### config.mk
export PLATFORM = sky130hd
export DESIGN_NAME = eimv_irq_ctrl
export DESIGN_NICKNAME = d
export VERILOG_FILES = /design/src/design/eimv_code_match.v /design/src/design/eimv_irq_ctrl.v
export VERILOG_INCLUDE_DIRS = /design/src /design/src/design
export SDC_FILE = /design/constraint.sdc
export NUM_CORES = 1
export LEC_CHECK = 0
export BUFFER_PORTS_ARGS = -buffer_cell sky130_fd_sc_hd__buf_2
export CAP_MARGIN = 20
export CORE_UTILIZATION = 54
export CTS_CLUSTER_SIZE = 30
export DETAILED_ROUTE_END_ITERATION = 7
export PLACE_DENSITY = 0.79
export SLEW_MARGIN = 25
export SYNTH_ARGS = -nofsm -noshare
export SYNTH_HDL_FRONTEND = slang
export SYNTH_SLANG_ARGS = --single-unit
### constraint.sdc
create_clock -name clk -period 1.6 [get_ports clk]
set_input_delay 0 -clock clk [delete_from_list [all_inputs] [get_ports clk]]
set_output_delay 0 -clock clk [all_outputs]
set_load 0.1 [all_outputs]
### src/design/eimv_regs.vh
// Register map, field positions, reset values and vector codes of the
// E1 interrupt mask and vector block.
// Assumes an 8-bit register address and 8-bit register data.
`ifndef EIMV_REGS_VH
`define EIMV_REGS_VH

// ----------------------------------------------------------------------
// Register offsets
// ----------------------------------------------------------------------
`define EIMV_OFS_MATCH_WORD 8'h18
`define EIMV_OFS_MATCH_MASK 8'h19
`define EIMV_OFS_CONTROL 8'h1A
`define EIMV_OFS_ERR_EN 8'h1C
`define EIMV_OFS_OVF_EN 8'h1D
`define EIMV_OFS_SYNC_EN 8'h1E
`define EIMV_OFS_TRIG_ARM 8'h20
`define EIMV_OFS_VECTOR 8'h21

// ----------------------------------------------------------------------
// Reset values and writable bits
// ----------------------------------------------------------------------
`define EIMV_RST_BYTE 8'h00
`define EIMV_ERR_EN_BITS 8'hFD
`define EIMV_OVF_EN_BITS 8'hFE
`define EIMV_SYNC_EN_BITS 8'hFF
`define EIMV_CONTROL_BITS 8'h40

// ----------------------------------------------------------------------
// Field positions
// ----------------------------------------------------------------------
`define EIMV_CTL_SUSPEND 6
// Error event enable word
`define EIMV_FAR_CRC_REPORT 7
`define EIMV_LOCAL_CRC_ERR 6
`define EIMV_DOUBLE_ALIGN_ERR 5
`define EIMV_LINE_VIOLATION 4
`define EIMV_ALARM_CRC_COUNT 3
`define EIMV_BIT_ERR 2
`define EIMV_SIGNALLING_CHANGE 0
// Counter overflow enable word
`define EIMV_FAR_CRC_CNT_WRAP 7
`define EIMV_LOCAL_CRC_CNT_WRAP 6
`define EIMV_CRC_ALIGN_CHANGE 5
`define EIMV_ALIGN_ERR_CNT_WRAP 4
`define EIMV_ALARM_CRC_CNT_WRAP 3
`define EIMV_BIT_ERR_CNT_WRAP 2
`define EIMV_AUX_PATTERN 1
// Sync, alarm and pattern enable word
`define EIMV_SIG_MF_LOSS 7
`define EIMV_CRC_MF_LOSS 6
`define EIMV_FAR_FAILURE 5
`define EIMV_FAR_MF_ALARM 4
`define EIMV_SECOND_TICK 3
`define EIMV_BUFFER_HALT 2
`define EIMV_BUFFER_BEGIN 1
`define EIMV_CODE_WORD 0
// Buffer trigger arm word
`define EIMV_ARM_BEGIN0_MIS 7
`define EIMV_ARM_BEGIN0_HIT 6
`define EIMV_ARM_BEGIN1_MIS 5
`define EIMV_ARM_BEGIN1_HIT 4
`define EIMV_ARM_HALT0_MIS 3
`define EIMV_ARM_HALT0_HIT 2
`define EIMV_ARM_HALT1_MIS 1
`define EIMV_ARM_HALT1_HIT 0

// ----------------------------------------------------------------------
// Vector categories
// ----------------------------------------------------------------------
`define EIMV_VEC_SYNC 8'h80
`define EIMV_VEC_PATTERN 8'h40
`define EIMV_VEC_ERROR 8'h20
`define EIMV_VEC_OVERFLOW 8'h10
`define EIMV_VEC_TIMING 8'h08
`define EIMV_VEC_CODE 8'h02
`define EIMV_VEC_SIGNAL 8'h01
`define EIMV_COUNT_MAX 8'hFF
`define EIMV_COUNT_ZERO 8'h00

`endif

### src/design/eimv_code_match.v
// Masked code word comparator for the receive time slot stream.
// Assumes one received byte per valid strobe, on the block clock.
`timescale 1ns/100ps
`include "eimv_regs.vh"

module eimv_code_match (
  // Clock and reset
  input wire clk,
  input wire reset,
  // Received slot data
  input wire [7:0] rx_byte,
  input wire rx_byte_valid,
  input wire rx_slot_selected,
  // Settings
  input wire [7:0] code_match_word,
  input wire [7:0] code_match_mask,
  input wire [7:0] trig_arm,
  // One-cycle hits
  output reg data_hit_q,
  output reg begin_hit_q,
  output reg halt_hit_q
);

  // --------------------------------------------------------------------
  // Compare
  // --------------------------------------------------------------------
  // Only positions with a mask bit of one take part
  wire same = ((rx_byte ^ code_match_word) & code_match_mask) == 8'h00;
  wire hit = rx_byte_valid & same;
  wire miss = rx_byte_valid & ~same;

  // A start or stop fires on its own armed match or mismatch
  wire begin_d = (trig_arm[`EIMV_ARM_BEGIN0_MIS] & miss)
    | (trig_arm[`EIMV_ARM_BEGIN0_HIT] & hit)
    | (trig_arm[`EIMV_ARM_BEGIN1_MIS] & miss)
    | (trig_arm[`EIMV_ARM_BEGIN1_HIT] & hit);
  wire halt_d = (trig_arm[`EIMV_ARM_HALT0_MIS] & miss)
    | (trig_arm[`EIMV_ARM_HALT0_HIT] & hit)
    | (trig_arm[`EIMV_ARM_HALT1_MIS] & miss)
    | (trig_arm[`EIMV_ARM_HALT1_HIT] & hit);

  always @(posedge clk) begin
    if (reset) begin
      data_hit_q <= 1'b0;
      begin_hit_q <= 1'b0;
      halt_hit_q <= 1'b0;
    end else begin
      data_hit_q <= hit & rx_slot_selected;
      begin_hit_q <= begin_d;
      halt_hit_q <= halt_d;
    end
  end

endmodule

### src/design/eimv_irq_ctrl.v
// Interrupt enable and vector logic of an E1 receive framer.
// Assumes all event inputs come from framer logic on clk; the
// open-drain request pin is resolved outside from out and enable.
//
// Operation
// - Mask bit one enables its source, zero masks; all reset to zero.
// - Far-end CRC error report via E-bit raises error vector 00100000.
// - Each local multiframe CRC-4 error raises error vector.
// - Two consecutive errored alignment signals raise error vector.
// - Each line bipolar violation raises error vector.
// - Alarm with continuous CRC counter increment raises error vector.
// - Each bit monitor error raises error vector.
// - Any ABCD signalling change raises vector with only bit zero set.
// - E-bit or CRC-4 counter wrap FF to 00 raises overflow vector.
// - Alignment, alarm or bit error counter wrap raises overflow vector.
// - Any change of CRC-4 alignment state raises timing vector.
// - Rising auxiliary pattern status raises pattern vector; falls ignored.
// - Loss of signalling multiframe sync raises sync vector.
// - Loss of CRC-4 multiframe sync raises sync vector.
// - Far-end CRC process failure report raises sync vector.
// - Received far-end multiframe alarm raises sync vector.
// - Each toggle of one-second status raises timing vector.
// - Armed buffer stop match or mismatch raises code vector.
// - Armed buffer start match or mismatch raises code vector.
// - Selected slot data matching code word raises code vector.
// - Suspend floats request output and ignores every source.
// - Code compare uses only positions whose mask bit is one.
//
// Decided for this implementation: the strobed register port.
`timescale 1ns/100ps
`include "eimv_regs.vh"

module eimv_irq_ctrl (
  // Clock and reset
  input wire clk,
  input wire reset,
  // Register port
  input wire [7:0] reg_addr,
  input wire [7:0] reg_wdata,
  input wire reg_write,
  input wire reg_read,
  output reg [7:0] reg_rdata_q,
  // Error event pulses
  input wire ev_far_crc_report,
  input wire ev_local_crc_err,
  input wire ev_align_err,
  input wire ev_line_violation,
  input wire ev_alarm_crc_inc,
  input wire ev_bit_err,
  input wire ev_signalling_change,
  // Error counters
  input wire [7:0] far_crc_cnt,
  input wire [7:0] local_crc_cnt,
  input wire [7:0] align_err_cnt,
  input wire [7:0] alarm_crc_cnt,
  input wire [7:0] bit_err_cnt,
  // Status levels
  input wire crc_align_state,
  input wire aux_pattern_seen,
  input wire sig_multiframe_lost,
  input wire crc_multiframe_lost,
  input wire far_failure_state,
  input wire far_multiframe_alarm,
  input wire second_tick_state,
  // Received slot data
  input wire [7:0] rx_byte,
  input wire rx_byte_valid,
  input wire rx_byte_is_fas,
  input wire rx_slot_selected,
  // Request pin, open drain, active low
  output reg irq_n_out_q,
  output reg irq_n_oe_q,
  // Pending vector for the host
  output reg [7:0] irq_vector_q
);

  // --------------------------------------------------------------------
  // Helpers
  // --------------------------------------------------------------------
  // Counter wrap is a step from the maximum straight to zero
  function wrapped;
    input [7:0] prev;
    input [7:0] cur;
    begin
      wrapped = (prev == `EIMV_COUNT_MAX) && (cur == `EIMV_COUNT_ZERO);
    end
  endfunction

  // Store only the implemented bits of a write
  function [7:0] keep_bits;
    input [7:0] data;
    input [7:0] bits;
    begin
      keep_bits = data & bits;
    end
  endfunction

  // --------------------------------------------------------------------
  // Registers
  // --------------------------------------------------------------------
  reg [7:0] err_en_q;
  reg [7:0] ovf_en_q;
  reg [7:0] sync_en_q;
  reg [7:0] match_word_q;
  reg [7:0] match_mask_q;
  reg [7:0] control_q;
  reg [7:0] trig_arm_q;

  wire wr_err = reg_write && (reg_addr == `EIMV_OFS_ERR_EN);
  wire wr_ovf = reg_write && (reg_addr == `EIMV_OFS_OVF_EN);
  wire wr_sync = reg_write && (reg_addr == `EIMV_OFS_SYNC_EN);
  wire wr_word = reg_write && (reg_addr == `EIMV_OFS_MATCH_WORD);
  wire wr_mask = reg_write && (reg_addr == `EIMV_OFS_MATCH_MASK);
  wire wr_ctl = reg_write && (reg_addr == `EIMV_OFS_CONTROL);
  wire wr_arm = reg_write && (reg_addr == `EIMV_OFS_TRIG_ARM);
  wire rd_vec = reg_read && (reg_addr == `EIMV_OFS_VECTOR);

  always @(posedge clk) begin
    if (reset) begin
      err_en_q <= `EIMV_RST_BYTE;
      ovf_en_q <= `EIMV_RST_BYTE;
      sync_en_q <= `EIMV_RST_BYTE;
      match_word_q <= `EIMV_RST_BYTE;
      match_mask_q <= `EIMV_RST_BYTE;
      control_q <= `EIMV_RST_BYTE;
      trig_arm_q <= `EIMV_RST_BYTE;
    end else begin
      if (wr_err) begin
        err_en_q <= keep_bits(reg_wdata, `EIMV_ERR_EN_BITS);
      end
      if (wr_ovf) begin
        ovf_en_q <= keep_bits(reg_wdata, `EIMV_OVF_EN_BITS);
      end
      if (wr_sync) begin
        sync_en_q <= keep_bits(reg_wdata, `EIMV_SYNC_EN_BITS);
      end
      if (wr_word) begin
        match_word_q <= reg_wdata;
      end
      if (wr_mask) begin
        match_mask_q <= reg_wdata;
      end
      if (wr_ctl) begin
        control_q <= keep_bits(reg_wdata, `EIMV_CONTROL_BITS);
      end
      if (wr_arm) begin
        trig_arm_q <= reg_wdata;
      end
    end
  end

  wire suspend = control_q[`EIMV_CTL_SUSPEND];

  // --------------------------------------------------------------------
  // Previous values for edge and wrap detection
  // --------------------------------------------------------------------
  // Cleared to zero at reset, so a level already high at release counts
  // as an edge; the masks are all clear then, so nothing is raised.
  reg [7:0] far_crc_cnt_q;
  reg [7:0] local_crc_cnt_q;
  reg [7:0] align_err_cnt_q;
  reg [7:0] alarm_crc_cnt_q;
  reg [7:0] bit_err_cnt_q;
  reg crc_align_q;
  reg aux_pattern_q;
  reg sig_mf_lost_q;
  reg crc_mf_lost_q;
  reg far_failure_q;
  reg far_mf_alarm_q;
  reg second_tick_q;
  reg fas_err_last_q;

  always @(posedge clk) begin
    if (reset) begin
      far_crc_cnt_q <= `EIMV_COUNT_ZERO;
      local_crc_cnt_q <= `EIMV_COUNT_ZERO;
      align_err_cnt_q <= `EIMV_COUNT_ZERO;
      alarm_crc_cnt_q <= `EIMV_COUNT_ZERO;
      bit_err_cnt_q <= `EIMV_COUNT_ZERO;
      crc_align_q <= 1'b0;
      aux_pattern_q <= 1'b0;
      sig_mf_lost_q <= 1'b0;
      crc_mf_lost_q <= 1'b0;
      far_failure_q <= 1'b0;
      far_mf_alarm_q <= 1'b0;
      second_tick_q <= 1'b0;
      fas_err_last_q <= 1'b0;
    end else begin
      far_crc_cnt_q <= far_crc_cnt;
      local_crc_cnt_q <= local_crc_cnt;
      align_err_cnt_q <= align_err_cnt;
      alarm_crc_cnt_q <= alarm_crc_cnt;
      bit_err_cnt_q <= bit_err_cnt;
      crc_align_q <= crc_align_state;
      aux_pattern_q <= aux_pattern_seen;
      sig_mf_lost_q <= sig_multiframe_lost;
      crc_mf_lost_q <= crc_multiframe_lost;
      far_failure_q <= far_failure_state;
      far_mf_alarm_q <= far_multiframe_alarm;
      second_tick_q <= second_tick_state;
      // Remember whether the last alignment signal was errored
      if (rx_byte_is_fas) begin
        fas_err_last_q <= ev_align_err;
      end
    end
  end

  // Two alignment signals in a row both in error
  wire double_align = rx_byte_is_fas & ev_align_err & fas_err_last_q;

  // --------------------------------------------------------------------
  // Code word events
  // --------------------------------------------------------------------
  wire data_hit;
  wire begin_hit;
  wire halt_hit;

  eimv_code_match u_match (
    .clk(clk),
    .reset(reset),
    .rx_byte(rx_byte),
    .rx_byte_valid(rx_byte_valid),
    .rx_slot_selected(rx_slot_selected),
    .code_match_word(match_word_q),
    .code_match_mask(match_mask_q),
    .trig_arm(trig_arm_q),
    .data_hit_q(data_hit),
    .begin_hit_q(begin_hit),
    .halt_hit_q(halt_hit)
  );

  // --------------------------------------------------------------------
  // Enabled sources by enable word
  // --------------------------------------------------------------------
  wire [7:0] err_src;
  wire [7:0] ovf_src;
  wire [7:0] sync_src;

  assign err_src[`EIMV_FAR_CRC_REPORT] = ev_far_crc_report;
  assign err_src[`EIMV_LOCAL_CRC_ERR] = ev_local_crc_err;
  assign err_src[`EIMV_DOUBLE_ALIGN_ERR] = double_align;
  assign err_src[`EIMV_LINE_VIOLATION] = ev_line_violation;
  assign err_src[`EIMV_ALARM_CRC_COUNT] = ev_alarm_crc_inc;
  assign err_src[`EIMV_BIT_ERR] = ev_bit_err;
  assign err_src[1] = 1'b0;
  assign err_src[`EIMV_SIGNALLING_CHANGE] = ev_signalling_change;

  assign ovf_src[`EIMV_FAR_CRC_CNT_WRAP] =
    wrapped(far_crc_cnt_q, far_crc_cnt);
  assign ovf_src[`EIMV_LOCAL_CRC_CNT_WRAP] =
    wrapped(local_crc_cnt_q, local_crc_cnt);
  assign ovf_src[`EIMV_CRC_ALIGN_CHANGE] =
    crc_align_state ^ crc_align_q;
  assign ovf_src[`EIMV_ALIGN_ERR_CNT_WRAP] =
    wrapped(align_err_cnt_q, align_err_cnt);
  assign ovf_src[`EIMV_ALARM_CRC_CNT_WRAP] =
    wrapped(alarm_crc_cnt_q, alarm_crc_cnt);
  assign ovf_src[`EIMV_BIT_ERR_CNT_WRAP] =
    wrapped(bit_err_cnt_q, bit_err_cnt);
  assign ovf_src[`EIMV_AUX_PATTERN] =
    aux_pattern_seen & ~aux_pattern_q;
  assign ovf_src[0] = 1'b0;

  assign sync_src[`EIMV_SIG_MF_LOSS] =
    sig_multiframe_lost & ~sig_mf_lost_q;
  assign sync_src[`EIMV_CRC_MF_LOSS] =
    crc_multiframe_lost & ~crc_mf_lost_q;
  assign sync_src[`EIMV_FAR_FAILURE] =
    far_failure_state & ~far_failure_q;
  assign sync_src[`EIMV_FAR_MF_ALARM] =
    far_multiframe_alarm & ~far_mf_alarm_q;
  assign sync_src[`EIMV_SECOND_TICK] =
    second_tick_state ^ second_tick_q;
  assign sync_src[`EIMV_BUFFER_HALT] = halt_hit;
  assign sync_src[`EIMV_BUFFER_BEGIN] = begin_hit;
  assign sync_src[`EIMV_CODE_WORD] = data_hit;

  // A one in the enable word lets the source through
  wire [7:0] err_on = err_src & err_en_q;
  wire [7:0] ovf_on = ovf_src & ovf_en_q;
  wire [7:0] sync_on = sync_src & sync_en_q;

  // Map each enabled source to its vector category
  reg [7:0] raise;
  always @* begin
    raise = 8'h00;
    if (|(err_on & ~(8'h01 << `EIMV_SIGNALLING_CHANGE))) begin
      raise = raise | `EIMV_VEC_ERROR;
    end
    if (err_on[`EIMV_SIGNALLING_CHANGE]) begin
      raise = raise | `EIMV_VEC_SIGNAL;
    end
    if (ovf_on[`EIMV_FAR_CRC_CNT_WRAP] | ovf_on[`EIMV_LOCAL_CRC_CNT_WRAP]
        | ovf_on[`EIMV_ALIGN_ERR_CNT_WRAP]
        | ovf_on[`EIMV_ALARM_CRC_CNT_WRAP]
        | ovf_on[`EIMV_BIT_ERR_CNT_WRAP]) begin
      raise = raise | `EIMV_VEC_OVERFLOW;
    end
    if (ovf_on[`EIMV_CRC_ALIGN_CHANGE] | sync_on[`EIMV_SECOND_TICK]) begin
      raise = raise | `EIMV_VEC_TIMING;
    end
    if (ovf_on[`EIMV_AUX_PATTERN]) begin
      raise = raise | `EIMV_VEC_PATTERN;
    end
    if (sync_on[`EIMV_SIG_MF_LOSS] | sync_on[`EIMV_CRC_MF_LOSS]
        | sync_on[`EIMV_FAR_FAILURE] | sync_on[`EIMV_FAR_MF_ALARM]) begin
      raise = raise | `EIMV_VEC_SYNC;
    end
    if (sync_on[`EIMV_BUFFER_HALT] | sync_on[`EIMV_BUFFER_BEGIN]
        | sync_on[`EIMV_CODE_WORD]) begin
      raise = raise | `EIMV_VEC_CODE;
    end
    // Suspended sources are dropped, not held back for later
    if (suspend) begin
      raise = 8'h00;
    end
  end

  // --------------------------------------------------------------------
  // Pending vector and request pin
  // --------------------------------------------------------------------
  // Reading the vector clears the bits it returned; a category raised
  // in that same cycle stays pending so no event is lost.
  wire [7:0] vec_d = (irq_vector_q & ~(rd_vec ? irq_vector_q : 8'h00))
    | raise;

  always @(posedge clk) begin
    if (reset) begin
      irq_vector_q <= 8'h00;
      irq_n_out_q <= 1'b0;
      irq_n_oe_q <= 1'b0;
    end else begin
      irq_vector_q <= vec_d;
      irq_n_out_q <= 1'b0;
      // Pin floats while suspended, else pulled low while pending
      irq_n_oe_q <= ~suspend & (|vec_d);
    end
  end

  // --------------------------------------------------------------------
  // Read data
  // --------------------------------------------------------------------
  always @(posedge clk) begin
    if (reset) begin
      reg_rdata_q <= 8'h00;
    end else if (reg_read) begin
      case (reg_addr)
        `EIMV_OFS_ERR_EN: reg_rdata_q <= err_en_q;
        `EIMV_OFS_OVF_EN: reg_rdata_q <= ovf_en_q;
        `EIMV_OFS_SYNC_EN: reg_rdata_q <= sync_en_q;
        `EIMV_OFS_MATCH_WORD: reg_rdata_q <= match_word_q;
        `EIMV_OFS_MATCH_MASK: reg_rdata_q <= match_mask_q;
        `EIMV_OFS_CONTROL: reg_rdata_q <= control_q;
        `EIMV_OFS_TRIG_ARM: reg_rdata_q <= trig_arm_q;
        `EIMV_OFS_VECTOR: reg_rdata_q <= irq_vector_q;
        default: reg_rdata_q <= 8'h00;
      endcase
    end else begin
      reg_rdata_q <= 8'h00;
    end
  end

endmodule

# Word-level counts from Yosys, hierarchy flattened
# Cells that the tools add are included.
[word_totals]
ff_bits = 115
inputBits = 85
output_inout_bits = 18
word_cells = 124
[op_classes]
eq_ne = 13
mux = 10
n_bitwise = 53
n_reduce_logical = 22
[op_table]
columns = ["op", "count"]
rows = [
  ["8-bit one-hot mux with 8 select lines", 1],
  ["8-bit by 5-bit == test with 1-bit output (second input constant)", 6],
  ["8-bit zero test", 6],
  ["8-bit bitwise AND", 5],
  ["8-bit == test (second input constant)", 5],
  ["8-bit two-way mux", 3],
  ["1-bit bitwise AND", 19],
  ["8-bit by 6-bit == test with 1-bit output (second input constant)", 2],
  ["1-bit bitwise OR", 16],
  ["1-bit logical AND", 13],
  ["1-bit inverter", 8],
  ["8-bit inverter", 1],
  ["8-bit bitwise OR", 1],
  ["8-bit OR reduction", 1],
  ["8-bit XOR", 1],
  ["7-bit two-way mux", 1],
  ["7-bit OR reduction", 1],
  ["6-bit two-way mux", 1],
  ["5-bit two-way mux", 1],
  ["4-bit two-way mux", 1],
  ["2-bit two-way mux", 1],
  ["2-bit OR reduction", 1],
  ["1-bit XOR", 2],
  ["1-bit two-way mux", 1],
]

# Depth between registers and ports, before layout
[logic_depth]
depth_word = 16
mapped_depth = 8

# Hierarchy
# Synthesis repeated with hierarchy kept, for this count alone.
[unflattened]
cells_unflattened = 486
hier_area_um2 = 4674.5
[modules_own_cells]
columns = ["module", "instances", "cells_each", "area_each_um2"]
rows = [
  ["eimv_irq_ctrl", 1, 461, 4449.3],
  ["eimv_code_match", 1, 25, 225.2],
]

# Worst setup path before layout
# No wires, ideal clock.
[synth_timing]
path_type = "register -> register"
start = "reg irq_vector_q[0]"
end = "reg irq_n_oe_q"
t_arrival_ns = 1.565
slack_ns = -0.103
path_stages_with_launch = 5
path_buffers = 0
synth_period_minus_slack_ns = 1.703
path_cell_list = "dfxtp_1 > nor4_1 > nand2_1 > a2111oi_2 > a311oi_1"
[synth_between]
elab_chain_cells = 6
[synth_lines]
columns = ["element", "line_no", "rtl"]
rows = [
  ["start: declaration", "eimv_irq_ctrl.v:74", "output reg [7:0] irq_vector_q"],
  ["start signal: assignment", "eimv_irq_ctrl.v:333", "irq_vector_q <= vec_d;"],
  ["8-bit two-way mux", "eimv_irq_ctrl.v:324", "wire [7:0] vec_d = (irq_vector_q & ~(rd_vec ? irq_vector_q : 8'h00))"],
  ["8-bit inverter", "eimv_irq_ctrl.v:324", ""],
  ["8-bit bitwise AND *", "eimv_irq_ctrl.v:324", ""],
  ["8-bit bitwise OR *", "eimv_irq_ctrl.v:325", "| raise;"],
  ["8-bit OR reduction *", "eimv_irq_ctrl.v:336", "irq_n_oe_q <= ~suspend & (|vec_d);"],
  ["1-bit bitwise AND *", "eimv_irq_ctrl.v:336", ""],
  ["end signal: assignment", "eimv_irq_ctrl.v:336", ""],
  ["end: declaration", "eimv_irq_ctrl.v:72", "output reg irq_n_oe_q,"],
]
# Mark *: on every way between the ends. The rest lies on a longest branch, timed or not.
# A chain may end at the register's enable or synchronous reset.

# Worst setup path in the final report
[layout_timing]
start = "reg alarm_crc_cnt_q[6]"
end = "reg irq_n_oe_q"
[layout_between]
elab_chain_cells = 12
[layout_lines]
columns = ["element", "line_no", "rtl"]
rows = [
  ["start: declaration", "eimv_irq_ctrl.v:162", "reg [7:0] alarm_crc_cnt_q;"],
  ["start signal: assignment", "eimv_irq_ctrl.v:178", "alarm_crc_cnt_q <= `EIMV_COUNT_ZERO;"],
  ["start signal: assignment", "eimv_irq_ctrl.v:192", "alarm_crc_cnt_q <= alarm_crc_cnt;"],
  ["8-bit == test (no source line)", "--", ""],
  ["1-bit logical AND", "eimv_irq_ctrl.v:85", "wrapped = (prev == `EIMV_COUNT_MAX) && (cur == `EIMV_COUNT_ZERO);"],
  ["8-bit bitwise AND", "eimv_irq_ctrl.v:280", "wire [7:0] ovf_on = ovf_src & ovf_en_q;"],
  ["1-bit bitwise OR (2 in a row)", "eimv_irq_ctrl.v:293", "if (ovf_on[`EIMV_FAR_CRC_CNT_WRAP] | ovf_on[`EIMV_LOCAL_CRC_CNT_WRAP]"],
  ["5-bit two-way mux", "eimv_irq_ctrl.v:293", ""],
  ["7-bit two-way mux", "eimv_irq_ctrl.v:302", "if (ovf_on[`EIMV_AUX_PATTERN]) begin"],
  ["8-bit two-way mux", "eimv_irq_ctrl.v:305", "if (sync_on[`EIMV_SIG_MF_LOSS] | sync_on[`EIMV_CRC_MF_LOSS]"],
  ["8-bit two-way mux", "eimv_irq_ctrl.v:314", "if (suspend) begin"],
  ["8-bit bitwise OR", "eimv_irq_ctrl.v:325", ""],
  ["8-bit OR reduction", "eimv_irq_ctrl.v:336", ""],
  ["1-bit bitwise AND", "eimv_irq_ctrl.v:336", ""],
]
# No other way between the ends.

==> flow_summary.toml <==
[outcome]
outcome = "finished with violations"
violations_in_the_final_reports = "setup timing"

[synth]
yosys_register_bits = 115
yosys_most_used_dff = "sky130_fd_sc_hd__dfxtp_1"
netlist_top_cells_area = "sky130_fd_sc_hd__dfxtp_1 49%, sky130_fd_sc_hd__mux2i_1 7.8%, sky130_fd_sc_hd__nor2b_1 6.8%"
synth_area_per_inst_um2 = 9.65
most_frequent_cells_after_synthesis = "115 x sky130_fd_sc_hd__dfxtp_1, 51 x sky130_fd_sc_hd__nor2b_1, 49 x sky130_fd_sc_hd__nor2_1"
synth_most_common_cell = "sky130_fd_sc_hd__dfxtp_1"
yosys_warnings = 0
number_of_nets_in_the_synthesized_netlist = 574
synth.largest_area_cell = "sky130_fd_sc_hd__dfxtp_1"
edff_count_synth = 0
ys_seq_area_share_pct = 48.8
ys_async_sr_fraction_pct = 0
post_synth_inst_count = 489
yosysUniqueCellTypes = 50
synth_largest_type_area_fraction_pct = 48.8
mappedNetlistArea_mm2 = 0.00472

[sta]
worst_pin_slew_ns = 0.583
final_critical_path_setup_slack_ns = -0.0266
report.final.hold_viol_count = 0
clock_skew_ns = 0.00601
rsz0062_at_grt = "yes"
maxSlewHeadroom_pct = 60.9
timing.fmax_ghz = 0.615
slew_viol_final = 0
final.period_utilization_pct = 102
setup_violations = 1
final.min_clock_period_ns = 1.63
fin_hold_ws_ns = 0.0379

[power]
power_per_cell_area_mw_per_mm2 = 1050
p_int_mw = 5.45
power.share.combinational_pct = 7.7
post-layout-total-power_mw = 7.11
power.ir.vdd_worst_v = 0.000726
p_leak_nw = 2.87
power.share.sequential_pct = 41.6
power.share.switching_pct = 23.3
net_switching_mw = 1.66
clock_power_share_pct = 50.8

[run]
max_cap_violations = 0

[placed_design]
dp.cells = 691
globalplace.congestion = 1.04
detailed_placement_wirelength_estimate_um = 9700
place.port_buffers = 101
preCtsSetupSlack_ns = 0.0288

[drt]
wl_met1_um = 6100
initialDrtViolationCount = 439
detail_route.vias_per_cell = 5.85
drcViolationCount = 0
post_detailed_route_wirelength_per_cell_um = 19.9
drtPass1Iterations = 5
detail_route_antenna_nets = 0
highest_signal_layer_in_the_routed_design = "met4"
met3WireLength_um = 1420
wl_met2_um = 7700
detail_route.wirelength_um = 15800
via_count = 4643

[worst_setup_path]
startpoint_type = "register"
regToRegStartpoint = "alarm_crc_cnt_q[6]"
cp.buffers_inverters = 0
critical_path_required_ns = 2.02
critical_path.top_delay_family = "simple AND/OR/NAND/NOR gates"
critPathSlowestCell = "sky130_fd_sc_hd__nor4b_4"
reg2reg_slack_ns = -0.03
timing_worst_setup_path_type = "reg -> reg"
arrival_ns = 2.04
worstPathCellList = "nor4b_2, nand3_1, nor4b_4, a211oi_2, a311oi_2"
worst_r2r_endpoint = "irq_n_oe_q"
critical_path_peak_fanout = 2
critPathMaxStageDelay_ns = 0.38
endpoint_class_of_the_critical_path = "register"
ff2ff_path_depth = 5

[floorplan]
dieArea_mm2 = 0.00912
initial_util_pct = 56.6
boundaryPins = 103
rows = 33
floorplan.core_area_mm2 = 0.00834
chipWidth_um = 95.5
die_y_um = 95.5

[min_path]
holdCritStartpoint = "reg_addr[2]"
min_to = "reg_rdata_q[3]"
hold_class = "in -> reg"
whs_path_depth = 4

[clock_tree]
tritoncts = "built"
clk_latency_ns = 0.52
cts_num_sinks = 115
htree_levels = 4
tritoncts.num_buffers = 17
cts_max_path_buffers = 2
cts.root.buffer_cell = "sky130_fd_sc_hd__clkbuf_8"
cts.clk_slew.worst_paths_ns = 0.06

[grt]
grt_pass1_wl_um = 23700
groute.usage.overall_pct = 35.7
first_global_vias = 4576
grt_start_max_net_pins = 26
antenna_found_initial = 0
gr-total-overflow = 0

[final_layout]
post_route_cells_drive_above_1_share_pct = 27.5
final-instance-count-excl-fill = 793
syn2layout_area_growth_pct = 43.1
design.final.nets = 760
finish.utilization_pct = 80.9
per-layer routing:
layer	up-vias	track usage, %
met5	-	0
met4	0	17.5
met3	53	7.97
met2	282	58.5
met1	2192	44.2
li1	2116	-
flip-flops by register name, summed over array words and instances, names as in the netlist, 7 cells and up:
| register | count |
|---|---|
| match_word_q | 8 |
| sync_en_q | 8 |
| trig_arm_q | 8 |
| reg_rdata_q | 8 |
| irq_vector_q | 8 |
| err_en_q | 7 |
| far_crc_cnt_q | 8 |
| align_err_cnt_q | 8 |
| alarm_crc_cnt_q | 8 |
| ovf_en_q | 7 |
| bit_err_cnt_q | 8 |
| match_mask_q | 8 |
| local_crc_cnt_q | 8 |
cells by family (layout without fill, tap and decap cells):
family                    Yosys count  in the layout  synth area share, %
and+or+nand+nor                   216            216                 26.3
DFF                               115            115                 48.8
AOI/OAI and AO/OA                  73             73                 10.4
muxes                              41             41                 8.80
buffers and inverters              33            231                 3.76
xor gates and xnor gates           10             10                 1.86
other                               1              2               0.0795
power by group through the flow:
stage	Combinational, mW	Sequential [mW]	Clock, mW
4_1_cts	0.516	2.95	3.60
2_1_floorplan	0.176	3.01	0
5_1_grt	0.577	2.96	3.75
3_3_place_gp	0.375	3.01	0
6_report	0.545	2.95	3.61
3_5_place_dp	0.383	3.01	0
through the flow:
| stage | cell area, µm² | setup TNS [ns] |
|---|---|---|
| final | 6750 | -0.0266 |
| after CTS | 6670 | 0 |
| after detailed placement | 5410 | 0 |
| after global placement | 5410 | 0 |
| after global routing | 6750 | -0.0799 |
| after floorplan | 4730 | 0 |
tightest hold or removal path, cell delays in order:
cell and delay, ns:
sky130_fd_sc_hd__buf_2 0.17, sky130_fd_sc_hd__buf_4 0.19, sky130_fd_sc_hd__nand4_1 0.08, sky130_fd_sc_hd__a31oi_1 0.07
area by class of cell:
type | count | area [µm²]
multi-input cells | 341 | 2310
flip-flops and latches | 115 | 2310
fillers | 515 | 1590
repair buffers | 197 | 1410
clock buffers | 18 | 428
clock inverters | 13 | 136
well taps | 105 | 131
inverters | 3 | 11.3
diodes | 1 | 2.50
cell usage in the layout, fill, tap and decap left out, drive strengths merged, types with 2 or more instances in the layout:
master and n:
buf 127, dfxtp 115, dlygate4sd3 70, nor2b 51
nor2 49, mux2i 37, nand2 32, a21oi 27
nand4 22, clkbuf 18, nand3 13, a22oi 13
xor2 10, nor4b 9, clkinv 7, nor4 6
nor3 6, a31oi 6, a222oi 5, and4b 5
a22o 5, and3 5, o21ai 5, and3b 4
nand3b 4, mux2 4, clkinvlp 4, nor3b 3
inv 3, a211oi 3, or2 3, and2 2
a21o 2, bufinv 2
repair_timing:
action	4_1_cts	5_1_grt
setup buffers	0	0
endpoints found under the hold margin	109	0
hold buffers	70	0
resized for setup	0	14
setup endpoints to repair	0	3
worst max-delay path by stage:
stage | from | to | slack [ns] | cells past startpoint
4_1_cts | second_tick_q | irq_n_oe_q | 0.007 | 5
2_1_floorplan | irq_vector_q[2] | irq_n_oe_q | 0.02 | 4
3_3_place_gp | reg_addr[5] | reg_rdata_q[4] | 0.04 | 7
5_1_grt | alarm_crc_cnt_q[6] | irq_n_oe_q | -0.08 | 5
6_report | alarm_crc_cnt_q[6] | irq_n_oe_q | -0.03 | 5
3_5_place_dp | second_tick_q | irq_n_oe_q | 0.03 | 5
Note: power is estimated with default switching activity, not from simulation.
